`config.mk`:
```
export PLATFORM = sky130hd
export DESIGN_NAME = sarp_dev_flat
export DESIGN_NICKNAME = d
export VERILOG_FILES = /design/src/verilog/sarp_pkg.sv /design/src/verilog/sarp_if.sv /design/src/verilog/sarp_dev.sv /design/src/flat_wrapper.sv
export SDC_FILE = /design/constraint.sdc
export NUM_CORES = 1
export LEC_CHECK = 0
export BUFFER_PORTS_ARGS = -buffer_cell sky130_fd_sc_hd__buf_2
export CELL_PAD_IN_SITES_DETAIL_PLACEMENT = 1
export CELL_PAD_IN_SITES_GLOBAL_PLACEMENT = 1
export CORE_AREA = 2 2 99 101
export CTS_CLUSTER_DIAMETER = 40
export DETAILED_ROUTE_END_ITERATION = 8
export DIE_AREA = 0 0 101 103
export PLACE_DENSITY = 0.61
export SKIP_CTS_REPAIR_TIMING = 1
export SYNTH_ARGS = -nofsm -noshare
export SYNTH_HDL_FRONTEND = slang
export SYNTH_SLANG_ARGS = --single-unit
```
`constraint.sdc`:
```
create_clock -name MCLK -period 5 [get_ports MCLK]
set_input_delay 0.5 -clock MCLK [delete_from_list [all_inputs] [get_ports MCLK]]
set_output_delay 0.5 -clock MCLK [all_outputs]
set_load 0.005 [all_outputs]
```
`src/verilog/sarp_pkg.sv`:
```
// shared constants and types for the converter parallel port
package sarp_pkg;
  localparam int SARP_DATA_W = 12;
  localparam int SARP_CLK_MHZ = 50;
  localparam int SARP_CLK_PS = 20000;
  localparam int SARP_CONV_PULSE_NS = 40;
  localparam int SARP_SETUP_NS = 10;
  localparam int SARP_SPACING_NS = 1660;
  localparam int SARP_CONV_TIME_NS = 1300;
  localparam int SARP_PULSE_CYC = (SARP_CONV_PULSE_NS * 1000 + SARP_CLK_PS - 1) / SARP_CLK_PS;
  localparam int SARP_SETUP_CYC = (SARP_SETUP_NS * 1000 + SARP_CLK_PS - 1) / SARP_CLK_PS;
  localparam int SARP_SPACING_CYC = (SARP_SPACING_NS * 1000 + SARP_CLK_PS - 1) / SARP_CLK_PS;
  localparam int SARP_CONV_CYC = (SARP_CONV_TIME_NS * 1000) / SARP_CLK_PS;
  localparam int SARP_CNT_W = 8;
  localparam logic [SARP_DATA_W-1:0] SARP_CODE_POS_FS = 12'h7FF;
  localparam logic [SARP_DATA_W-1:0] SARP_CODE_ZERO = 12'h000;
  localparam logic [SARP_DATA_W-1:0] SARP_CODE_NEG_LSB = 12'hFFF;
  localparam logic [SARP_DATA_W-1:0] SARP_CODE_NEG_FS = 12'h800;
  typedef logic [SARP_DATA_W-1:0] sarp_word_t;
endpackage
```
`src/verilog/sarp_if.sv`:
```
// pin-level link between converter port and host
interface sarp_if;
  import sarp_pkg::*;
  logic cs_n;
  logic rc;
  logic busy_n;
  sarp_word_t result_bus_o;
  logic result_bus_oe;
  modport dev (input cs_n, input rc, output busy_n, output result_bus_o, output result_bus_oe);
  modport host (output cs_n, output rc, input busy_n, input result_bus_o, input result_bus_oe);
endinterface

```
`src/verilog/sarp_dev.sv`:
```
// converter end: convert control, busy flag, result register, bus enable
module sarp_dev
  import sarp_pkg::*;
#(
  parameter int PULSE_CYC = SARP_PULSE_CYC,
  parameter int CONV_CYC = SARP_CONV_CYC
) (
  input wire logic MCLK,
  input wire logic RESETN,
  sarp_if.dev LINK,
  input wire sarp_pkg::sarp_word_t SAMPLE_CODE,
  input wire logic SAMPLE_VALID,
  output logic SAMPLE_READY,
  output logic HOLD
);
  import sarp_pkg::*;

  typedef enum logic [1:0] {SARP_TRACK, SARP_CONV, SARP_LOAD} sarp_state_t;
  typedef struct packed {
    logic cs_m;
    logic cs_s;
    logic rc_m;
    logic rc_s;
    sarp_state_t st;
    logic [SARP_CNT_W-1:0] lowcnt;
    logic [SARP_CNT_W-1:0] convcnt;
    sarp_word_t result;
    logic [1:0] fill;
    sarp_word_t buf0;
    sarp_word_t buf1;
    logic busy_n;
    logic oe;
    logic ready;
    logic hold;
  } sarp_dev_st_t;

  sarp_dev_st_t s_r, s_nxt;

  logic req_low;
  logic done;

  always_comb begin
    s_nxt = s_r;
    // pin inputs pass two flops; only the second is read
    s_nxt.cs_m = LINK.cs_n;
    s_nxt.cs_s = s_r.cs_m;
    s_nxt.rc_m = LINK.rc;
    s_nxt.rc_s = s_r.rc_m;
    req_low = !s_r.cs_s && !s_r.rc_s;
    done = 1'b0;
    // two-entry sample buffer so a stalled converter drops no word
    if (SAMPLE_VALID && s_r.ready) begin
      if (s_r.fill == 2'd0) begin
        s_nxt.buf0 = SAMPLE_CODE;
      end else begin
        s_nxt.buf1 = SAMPLE_CODE;
      end
    end
    unique case (s_r.st)
      SARP_TRACK: begin
        // low must persist the full pulse width; a glitch restarts the count
        if (req_low) begin
          if (s_r.lowcnt >= SARP_CNT_W'(PULSE_CYC - 1)) begin
            s_nxt.st = SARP_CONV;
            s_nxt.convcnt = '0;
            s_nxt.busy_n = 1'b0;
            s_nxt.hold = 1'b1;
            s_nxt.lowcnt = '0;
          end else begin
            s_nxt.lowcnt = s_r.lowcnt + 1'b1;
          end
        end else begin
          s_nxt.lowcnt = '0;
        end
      end
      SARP_CONV: begin
        // requests during busy are simply not looked at
        s_nxt.lowcnt = '0;
        if (s_r.convcnt >= SARP_CNT_W'(CONV_CYC - 1)) begin
          if (s_r.fill != 2'd0) begin
            s_nxt.st = SARP_LOAD;
          end
        end else begin
          s_nxt.convcnt = s_r.convcnt + 1'b1;
        end
      end
      SARP_LOAD: begin
        done = 1'b1;
        s_nxt.result = s_r.buf0;
        s_nxt.busy_n = 1'b1;
        s_nxt.hold = 1'b0;
        s_nxt.st = SARP_TRACK;
      end
      default: begin
        s_nxt.st = SARP_TRACK;
      end
    endcase
    // buffer occupancy: push and pop may coincide
    unique case ({SAMPLE_VALID && s_r.ready, done})
      2'b10: s_nxt.fill = s_r.fill + 2'd1;
      2'b01: begin
        s_nxt.fill = s_r.fill - 2'd1;
        s_nxt.buf0 = s_r.buf1;
      end
      2'b11: begin
        s_nxt.buf0 = (s_r.fill == 2'd1) ? SAMPLE_CODE : s_r.buf1;
        if (s_r.fill == 2'd2) begin
          s_nxt.buf1 = SAMPLE_CODE;
        end
      end
      default: s_nxt.fill = s_r.fill;
    endcase
    s_nxt.ready = (s_nxt.fill != 2'd2);
    // bus follows pins and next busy; oe rises on the same edge that loads the result and raises busy
    s_nxt.oe = s_r.rc_s && !s_r.cs_s && s_nxt.busy_n;
  end

  always_ff @(posedge MCLK or negedge RESETN) begin
    if (!RESETN) begin
      s_r <= '{cs_m: 1'b1, cs_s: 1'b1, rc_m: 1'b1, rc_s: 1'b1, st: SARP_TRACK,
               lowcnt: '0, convcnt: '0, result: SARP_CODE_ZERO, fill: 2'd0,
               buf0: SARP_CODE_ZERO, buf1: SARP_CODE_ZERO, busy_n: 1'b1, oe: 1'b0,
               ready: 1'b1, hold: 1'b0};
    end else begin
      s_r <= s_nxt;
    end
  end

  assign LINK.busy_n = s_r.busy_n;
  assign LINK.result_bus_o = s_r.result;
  assign LINK.result_bus_oe = s_r.oe;
  assign SAMPLE_READY = s_r.ready;
  assign HOLD = s_r.hold;
endmodule

```
`src/flat_wrapper.sv`:
```
// flat-port wrapper written by rule: the top's interface ports become plain ports
module sarp_dev_flat import sarp_pkg::*;
#(
  parameter int PULSE_CYC = SARP_PULSE_CYC,
  parameter int CONV_CYC = SARP_CONV_CYC
)
  (MCLK, RESETN, SAMPLE_CODE, SAMPLE_VALID, SAMPLE_READY, HOLD, LINK_cs_n, LINK_rc, LINK_busy_n, LINK_result_bus_o, LINK_result_bus_oe);
  sarp_if LINK_i ();
  input wire logic MCLK;
  input wire logic RESETN;
  input wire sarp_pkg::sarp_word_t SAMPLE_CODE;
  input wire logic SAMPLE_VALID;
  output logic SAMPLE_READY;
  output logic HOLD;
  input wire logic [$bits(LINK_i.cs_n)-1:0] LINK_cs_n;
  input wire logic [$bits(LINK_i.rc)-1:0] LINK_rc;
  output wire logic [$bits(LINK_i.busy_n)-1:0] LINK_busy_n;
  output wire logic [$bits(LINK_i.result_bus_o)-1:0] LINK_result_bus_o;
  output wire logic [$bits(LINK_i.result_bus_oe)-1:0] LINK_result_bus_oe;
  assign LINK_i.cs_n = LINK_cs_n;
  assign LINK_i.rc = LINK_rc;
  assign LINK_busy_n = LINK_i.busy_n;
  assign LINK_result_bus_o = LINK_i.result_bus_o;
  assign LINK_result_bus_oe = LINK_i.result_bus_oe;
  sarp_dev #(.PULSE_CYC(PULSE_CYC), .CONV_CYC(CONV_CYC)) u_core (.MCLK(MCLK), .RESETN(RESETN), .LINK(LINK_i), .SAMPLE_CODE(SAMPLE_CODE), .SAMPLE_VALID(SAMPLE_VALID), .SAMPLE_READY(SAMPLE_READY), .HOLD(HOLD));
endmodule
```
==> results.cfg, run 1 <==
[yosys]
yosys_most_used_dff = dfrtp_1
synth_cells = 255
async_reset_ff_share_pct = 100
yosys_register_bits = 64
yosysWarnings = 0
yosysMostFrequentCell = dfrtp_1
ys_seq_area_share_pct = 54.8
syn_nets = 283
synth_area_leaders = dfrtp_1 (49%), dfstp_2 (5.4%), nand2_1 (5.4%)
syn-cell-area_sq_um = 2940
synth_edf_count = 0
synth.distinct_cells = 41
syn_avg_cell_area_sq_um = 11.5
synth_top_area_cell = dfrtp_1
synth_common_cells = dfrtp_1 (58), nand2_1 (42), nor2_1 (25)
synth_top_area_share_pct = 49.4

[grt]
track_usage_pct = 12.1
gr-usage-met1_pct = 16.8
grt-ovfl-total = 0
grt_util_met2_pct = 17.8
first_global_vias = 1887
use_met3_pct = 3.46
grt_pass1_wl_mm = 9.58
antenna_found_initial = 0
grt-busiest-layer = met2
grt_max_degree = 65

[cells_and_area]
fill_cells = 1071
num_antenna_cells = 0
area_growth_pct = 12.1
final_nets = 308
drive_above_1_share_pct = 25.6

[outcome]
status = complete, no violations

[detailed_routing]
dr.pass1.iters = 4
viasPerCell = 4.62
wl_per_cell_um = 14.3
routed_wl_mm = 5.70
via_count = 1844
drt_iter0_drc = 53
drc = 0
ant_nets = 0

[pwr]
ir_drop_v = 0.000176
p_leak_uw = 0.00157
powerDensity_nw_per_um2 = 485

[timing]
fmax_ghz = 0.369
setup_viol_count_final = 0
finalHoldViolations = 0
fin_crit_sh_pct = 54.2
relSlewSlack_pct = 29.0
setup_tns_ps = 0
setup_slack_ps = 2290
rsz0062_at_grt = false
min_period_ps = 2710
worst-slew-pin-transition_ps = 1060
skew_ps = 7.17
slew_viol_final = 0

[floorplan]
row_count = 36
coreArea_sq_um = 9460
die_y_um = 103
dieWidth_um = 101
start_util_pct = 31.0
die_area_sq_um = 10400
io_pins = 33

[clock_tree]
clock_path_buffers = 2
h-tree-depth = 3
clkSlewWorstSetupHoldPaths_ps = 70
root_buffer = clkbuf_8
tritoncts = done
cts_made_buffers = 9
numClockSinks = 64
clk_latency_ps = 320

[worst_setup_path]
reg2reg_from = u_core.s_r[59]$_DFFE_PN0P_
crit_slowest_cell = nor2b_4
cp.arrival_ps = 2920
required_ps = 5210
timing.rr.end = u_core.s_r[4]$_DFF_PN0_
critPathMaxStageDelay_ps = 590
worstPathMaxFanout = 19
r2r_setup_slack_ps = 2290
path_cells = nor2b_4, ha_1, nand2_1, o21ai_1, mux2_2
end_kind = register
rr_worst_depth = 5
startpoint_type = register
critical_path_class = reg -> reg
cp-startpoint = u_core.s_r[59]$_DFFE_PN0P_
worstSetupEndpoint = u_core.s_r[4]$_DFF_PN0_

[run]
drv_cap = 0

[min_path]
hold_class = in -> reg

[placed_design]
dp_hpwl_mm = 3.94
gp_congestion = 0.772
pre_cts_ws_ps = 2220
port-buffer-count = 32
-- metrics by stage --
stage | area, sq um | hold slack [ps] | std cells | util, % | power, uW
floorplan | 2940 | 204 | 255 | - | 1080
detailed placement | 3110 | 347 | 383 | 32.9 | 1200
global placement | 3110 | 347 | 383 | 32.9 | 1180
global route | 3290 | 245 | 399 | 34.8 | 1720
finish | 3290 | 271 | 399 | 34.8 | 1600
CTS | 3290 | 248 | 399 | 34.8 | 1620
-- registers in the layout (all words and copies together) (netlist names) --
register,count
u_core.HOLD,1
u_core.SAMPLE_READY,1
u_core.s_nxt,2
u_core.LINK.result_bus_o,12
u_core.LINK.busy_n,1
u_core.LINK.result_bus_oe,1
u_core.s_r,46
-- how the worst min path moves through the flow --
| stage | start | to | slack (ps) | cells past startpoint |
|---|---|---|---|---|
| 6_report | LINK_rc | u_core.s_nxt[60]$_DFF_PN1_ | 270 | 1 |
| 3_5_place_dp | u_core.s_nxt[60]$_DFF_PN1_ | u_core.s_r[60]$_DFF_PN1_ | 350 | 0 |
| 4_1_cts | LINK_cs_n | u_core.s_nxt[62]$_DFF_PN1_ | 250 | 1 |
| 3_3_place_gp | u_core.s_nxt[62]$_DFF_PN1_ | u_core.s_r[62]$_DFF_PN1_ | 350 | 0 |
| 5_1_grt | LINK_rc | u_core.s_nxt[60]$_DFF_PN1_ | 240 | 1 |
| 2_1_floorplan | RESETN | u_core.HOLD$_DFFE_PN0P_ | 200 | 0 |
-- placed cells by master (no fill, tap or decap), types with 6 or more instances in the layout --
| cell type | instances |
|---|---|
| dfrtp_1 | 58 |
| nand2_1 | 42 |
| buf_2 | 32 |
| nor2_1 | 25 |
| ha_1 | 11 |
| mux2_1 | 10 |
| clkbuf_8 | 9 |
| a22oi_1 | 8 |
| a221oi_2 | 8 |
| inv_1 | 7 |
| o21ai_1 | 7 |
| mux2_2 | 7 |
| nand2b_1 | 7 |
| and2_1 | 6 |
| dfstp_2 | 6 |
-- per-layer routing --
layer	vias up	share of wire, %
met5	-	0
met4	0	0.98
met3	2	3.8
met2	30	44
met1	905	51
li1	907	-
-- report_power, final --
group	leakage (uW)	internal, uW	total [uW]	switching [uW]
Combinational	0.000673	197	416	220
Clock	0.0000941	228	409	180
Sequential	0.000806	671	773	102
-- worst max-delay path: cells and delay by family (launching register included) --
kind	cells	cell delay, ps
simple gates	2	660
fa+ha+maj	1	380
compound gates	1	560
mux	1	410
flops	1	570
-- area by class of cell --
type | instances | area (sq um) | area share, %
timing repair buffer | 33 | 168 | 5.09
inverter | 8 | 35.0 | 1.06
clock buffer | 12 | 135 | 4.10
clock inverter | 4 | 45.0 | 1.37
tap | 114 | 143 | 4.33
sequential | 64 | 1610 | 48.9
multi-input combinational | 164 | 1160 | 35.2
-- kinds of logic after synthesis --
family / Yosys count / share of synthesized area, %
flops: 64 / 54.8
simple gates: 94 / 15.6
mux: 19 / 7.63
xor+xnor: 4 / 1.19
compound gates: 36 / 10.4
fa+ha+maj: 11 / 4.69
buf+inv: 27 / 5.75
(Power assumes the default switching activity.)
==> run 2, diff against run 1 <==
--- a/config.mk
+++ b/config.mk
@@ -12,7 +12,7 @@
 export CTS_CLUSTER_DIAMETER = 40
 export DETAILED_ROUTE_END_ITERATION = 8
 export DIE_AREA = 0 0 101 103
-export PLACE_DENSITY = 0.61
+export PLACE_DENSITY = 0.63
 export SKIP_CTS_REPAIR_TIMING = 1
 export SYNTH_ARGS = -nofsm -noshare
 export SYNTH_HDL_FRONTEND = slang
==> constraint.sdc (replaced) <==
create_clock -name MCLK -period 2.22 [get_ports MCLK]
set_input_delay 0.222 -clock MCLK [delete_from_list [all_inputs] [get_ports MCLK]]
set_output_delay 0.222 -clock MCLK [all_outputs]
set_load 0.005 [all_outputs]
==> results.cfg, run 2 (synthesized netlist as in run 1, its figures left out) <==
[clock_tree]
numClockSinks = 64
root_buffer = clkbuf_8
clkSlewWorstSetupHoldPaths_ps = 70
clock_path_buffers = 2
h-tree-depth = 3
cts_made_buffers = 9
clk_latency_ps = 350
tritoncts = done

[detailed_routing]
ant_nets = 0
via_count = 1901
viasPerCell = 4.66
dr.pass1.iters = 4
drc = 0
routed_wl_mm = 5.93
wl_per_cell_um = 14.5
drt_iter0_drc = 36

[placed_design]
gp_congestion = 0.778
pre_cts_ws_ps = 258
dp_hpwl_mm = 4.18
port-buffer-count = 32

[grt]
track_usage_pct = 12.9
grt-ovfl-total = 0
first_global_vias = 1976
antenna_found_initial = 0
grt_max_degree = 35
grt_pass1_wl_mm = 10.1

[pwr]
ir_drop_v = 0.000306
intPower_uw = 2540
seq_power_share_pct = 47.0
finalPower_uw = 3710
pwr-share-comb_pct = 25.5
clkPwrFrac_pct = 27.5
p_leak_uw = 0.00163
p_sw_share_pct = 31.4
powerDensity_nw_per_um2 = 1090
power_switching_uw = 1160

[timing]
fmax_ghz = 0.497
skew_ps = 5.55
setup_slack_ps = 210
fin_crit_sh_pct = 90.6
worst-slew-pin-transition_ps = 737
setup_viol_count_final = 0
relSlewSlack_pct = 50.9
slew_viol_final = 0
setup_tns_ps = 0
rsz0062_at_grt = false
min_period_ps = 2010
finalHoldViolations = 0

[worst_setup_path]
required_ps = 2500
worstPathMaxFanout = 8
critical_path_class = reg -> reg
cp.arrival_ps = 2300
end_kind = register
startpoint_type = register
timing.rr.end = u_core.s_r[20]$_DFFE_PN0P_
r2r_setup_slack_ps = 210
cp-startpoint = u_core.SAMPLE_READY$_DFF_PN1_
rr_worst_depth = 7
reg2reg_from = u_core.SAMPLE_READY$_DFF_PN1_

[cells_and_area]
largest_reg_flops = 46
num_antenna_cells = 0
final_common_cell = dfrtp_1
final_nets = 317
top_register = u_core.s_r
drive_above_1_share_pct = 27.2
area_growth_pct = 15.8
final_cell_mix = dfrtp_1 (58), nand2_1 (42), buf_2 (32), nor2_1 (25)
fill_cells = 1055

[floorplan]
row_count = 36
die_area_sq_um = 10400
die_y_um = 103
dieWidth_um = 101
coreArea_sq_um = 9460
io_pins = 33
start_util_pct = 31.0

[min_path]
worstHoldStart = SAMPLE_CODE[5]
hold_depth = 2
holdPathEnd = u_core.s_r[9]$_DFF_PN0_
hold_class = in -> reg

[run]
drv_cap = 0

[outcome]
status = complete, no violations
==> run 2: changes by cell type in the layout (fill, tap and decap cells not counted), sizes merged <==
cell / change
dlygate4sd3: +3
buf: +6
clkinv: -1
clkbuf: +1
==> run 2: power groups by stage <==
stage	Combinational, uW	Sequential [uW]	Clock, uW
after global routing	1100	1790	1110
final	945	1740	1020
after CTS	962	1740	1050
after floorplan	743	1700	0
after global placement	915	1750	0
after detailed placement	950	1760	0
==> run 2: cell type report <==
class                           count  area, sq um  share of cell area (%)
Inverter                            8         35.0                    1.03
Multi-Input combinational cell    164         1160                    34.1
Clock buffer                       13          159                    4.67
Timing Repair Buffer               42          255                    7.51
Clock inverter                      3         40.0                    1.18
Sequential cell                    64         1610                    47.3
Tap cell                          114          143                    4.20
==> run 2: worst max-delay path by stage <==
stage / endpoint / slack (ps) / depth (start not counted)
after detailed placement: u_core.s_r[15]$_DFF_PN0_ / 260 / 7
after global placement: u_core.s_r[4]$_DFF_PN0_ / 330 / 7
after floorplan: u_core.s_r[10]$_DFF_PN0_ / 50 / 8
final: u_core.s_r[20]$_DFFE_PN0P_ / 210 / 7
after CTS: u_core.s_r[20]$_DFFE_PN0P_ / 220 / 7
after global routing: u_core.s_r[20]$_DFFE_PN0P_ / 40 / 7
==> run 2: worst max-delay path: stages, from the launching register on <==
cell      delay [ps]
dfstp_2          530
nand2_1          170
inv_1            140
ha_1             280
nor2b_1          180
o21a_1           410
a221oi_2         120
nor2_1           120
==> run 2: per-stage QoR <==
| step | utilization, % | std cells | hold WS, ps | instance area (sq um) |
|---|---|---|---|---|
| floorplan | - | 255 | -73.6 | 2940 |
| global placement | 33.5 | 389 | 317 | 3170 |
| detailed placement | 33.5 | 389 | 328 | 3170 |
| finish | 35.9 | 408 | 137 | 3400 |
| global route | 35.9 | 408 | 134 | 3400 |
| CTS | 35.6 | 405 | -52.7 | 3370 |
==> run 2: layer usage <==
| layer | GRT usage (%) | up-vias | part of all wire (%) |
|---|---|---|---|
| met5 | 0 | - | 0 |
| met4 | 9.15 | 0 | 3.2 |
| met3 | 2.98 | 13 | 3.7 |
| met2 | 18.2 | 34 | 41 |
| met1 | 17.4 | 924 | 52 |
| li1 | - | 930 | - |
==> run 3, diff against run 2 <==
--- a/config.mk
+++ b/config.mk
@@ -5,14 +5,14 @@
 export SDC_FILE = /design/constraint.sdc
 export NUM_CORES = 1
 export LEC_CHECK = 0
-export BUFFER_PORTS_ARGS = -buffer_cell sky130_fd_sc_hd__buf_2
 export CELL_PAD_IN_SITES_DETAIL_PLACEMENT = 1
 export CELL_PAD_IN_SITES_GLOBAL_PLACEMENT = 1
 export CORE_AREA = 2 2 99 101
 export CTS_CLUSTER_DIAMETER = 40
 export DETAILED_ROUTE_END_ITERATION = 8
 export DIE_AREA = 0 0 101 103
-export PLACE_DENSITY = 0.63
+export DONT_BUFFER_PORTS = 1
+export PLACE_DENSITY = 0.59
 export SKIP_CTS_REPAIR_TIMING = 1
 export SYNTH_ARGS = -nofsm -noshare
 export SYNTH_HDL_FRONTEND = slang
==> results.cfg, run 3 (synthesized netlist as in run 1, its figures left out) <==
[grt]
grt_max_degree = 65
grt_pass1_wl_mm = 9.36
track_usage_pct = 12.0
grt-ovfl-total = 0
first_global_vias = 1854
antenna_found_initial = 0

[timing]
rsz0062_at_grt = false
fmax_ghz = 0.495
finalHoldViolations = 0
skew_ps = 5.90
fin_crit_sh_pct = 91.0
relSlewSlack_pct = 65.8
setup_tns_ps = 0
setup_slack_ps = 200
setup_viol_count_final = 0
min_period_ps = 2020
worst-slew-pin-transition_ps = 513
slew_viol_final = 0

[min_path]
hold_class = in -> reg
hold_depth = 1
worstHoldStart = SAMPLE_CODE[6]
holdPathEnd = u_core.s_r[10]$_DFF_PN0_

[worst_setup_path]
worstPathMaxFanout = 12
reg2reg_from = u_core.SAMPLE_READY$_DFF_PN1_
end_kind = register
timing.rr.end = u_core.s_r[12]$_DFF_PN0_
r2r_setup_slack_ps = 200
required_ps = 2440
rr_worst_depth = 7
startpoint_type = register
critical_path_class = reg -> reg
cp.arrival_ps = 2240

[clock_tree]
tritoncts = done
numClockSinks = 64
h-tree-depth = 3
root_buffer = clkbuf_8
clk_latency_ps = 340
clock_path_buffers = 2
cts_made_buffers = 9
clkSlewWorstSetupHoldPaths_ps = 70

[outcome]
status = complete, no violations

[detailed_routing]
routed_wl_mm = 5.79
drc = 0
ant_nets = 0
viasPerCell = 4.71
wl_per_cell_um = 15.1
dr.pass1.iters = 4
drt_iter0_drc = 64
via_count = 1798

[pwr]
intPower_uw = 2560
p_leak_uw = 0.00152
powerDensity_nw_per_um2 = 1120
clkPwrFrac_pct = 28.2
p_sw_share_pct = 30.9
pwr-share-comb_pct = 24.6
power_switching_uw = 1140
ir_drop_v = 0.000355
seq_power_share_pct = 47.1

[cells_and_area]
final_nets = 291
num_antenna_cells = 0
largest_reg_flops = 46
drive_above_1_share_pct = 18.7
final_cell_mix = dfrtp_1 (58), nand2_1 (42), nor2_1 (25), clkbuf_8 (12), ha_1 (11)
final_util_pct = 35.1
final_common_cell = dfrtp_1
top_register = u_core.s_r
area_growth_pct = 13.0

[run]
drv_cap = 0

[placed_design]
gp_congestion = 0.734
port-buffer-count = 0
dp_hpwl_mm = 4.07
pre_cts_ws_ps = 202

[floorplan]
die_y_um = 103
start_util_pct = 31.0
row_count = 36
dieWidth_um = 101
io_pins = 33
coreArea_sq_um = 9460
die_area_sq_um = 10400
## run 3: layout make-up
type	count	area, sq um
inverters	8	35.0
multi-input cells	164	1160
well taps	114	143
repair buffers	16	163
clock buffers	13	169
fillers	1045	6140
flip-flops and latches	64	1610
clock inverters	3	40.0
## run 3: power groups by stage
stage / clock [uW] / sequential, uW / combinational [uW]
floorplan: 0 / 1700 / 743
global placement: 0 / 1760 / 843
finish: 1050 / 1750 / 912
global route: 1140 / 1800 / 1040
CTS: 1090 / 1750 / 886
detailed placement: 0 / 1770 / 882
## run 3: how the worst max path moves through the flow
stage,startpoint,to,slack [ps]
6_report,u_core.SAMPLE_READY$_DFF_PN1_,u_core.s_r[12]$_DFF_PN0_,200
5_1_grt,u_core.SAMPLE_READY$_DFF_PN1_,u_core.s_r[27]$_DFFE_PN0P_,20
4_1_cts,u_core.SAMPLE_READY$_DFF_PN1_,u_core.s_r[27]$_DFFE_PN0P_,190
3_5_place_dp,u_core.SAMPLE_READY$_DFF_PN1_,u_core.s_r[12]$_DFF_PN0_,200
3_3_place_gp,u_core.SAMPLE_READY$_DFF_PN1_,u_core.s_r[21]$_DFFE_PN0P_,280
2_1_floorplan,u_core.s_r[59]$_DFFE_PN0P_,u_core.s_r[10]$_DFF_PN0_,50
## run 3: worst max-delay path, stage by stage, from the launching register on
cell,delay (ps)
dfstp_2,560
nand2_1,180
inv_1,130
ha_1,290
nand2_1,80
o21ai_1,80
buf_4,220
mux2_1,350
## run 3: layer usage
| metal | up-vias | share of wire (%) | GRT usage, % |
|---|---|---|---|
| li1 | 873 | - | - |
| met1 | 888 | 50 | 16.0 |
| met2 | 29 | 43 | 16.7 |
| met3 | 8 | 5.1 | 5.29 |
| met4 | 0 | 1.9 | 5.93 |
| met5 | - | 0 | 0 |
## run 3: stage by stage
stage	cells	cell area [sq um]	power [uW]	hold WS, ps
after floorplan	255	2940	2440	-73.6
after global placement	356	2990	2610	-71.4
after detailed placement	356	2990	2650	-71.4
after CTS	372	3200	3720	-452
after global routing	382	3320	3980	1.45
final	382	3320	3700	14.0
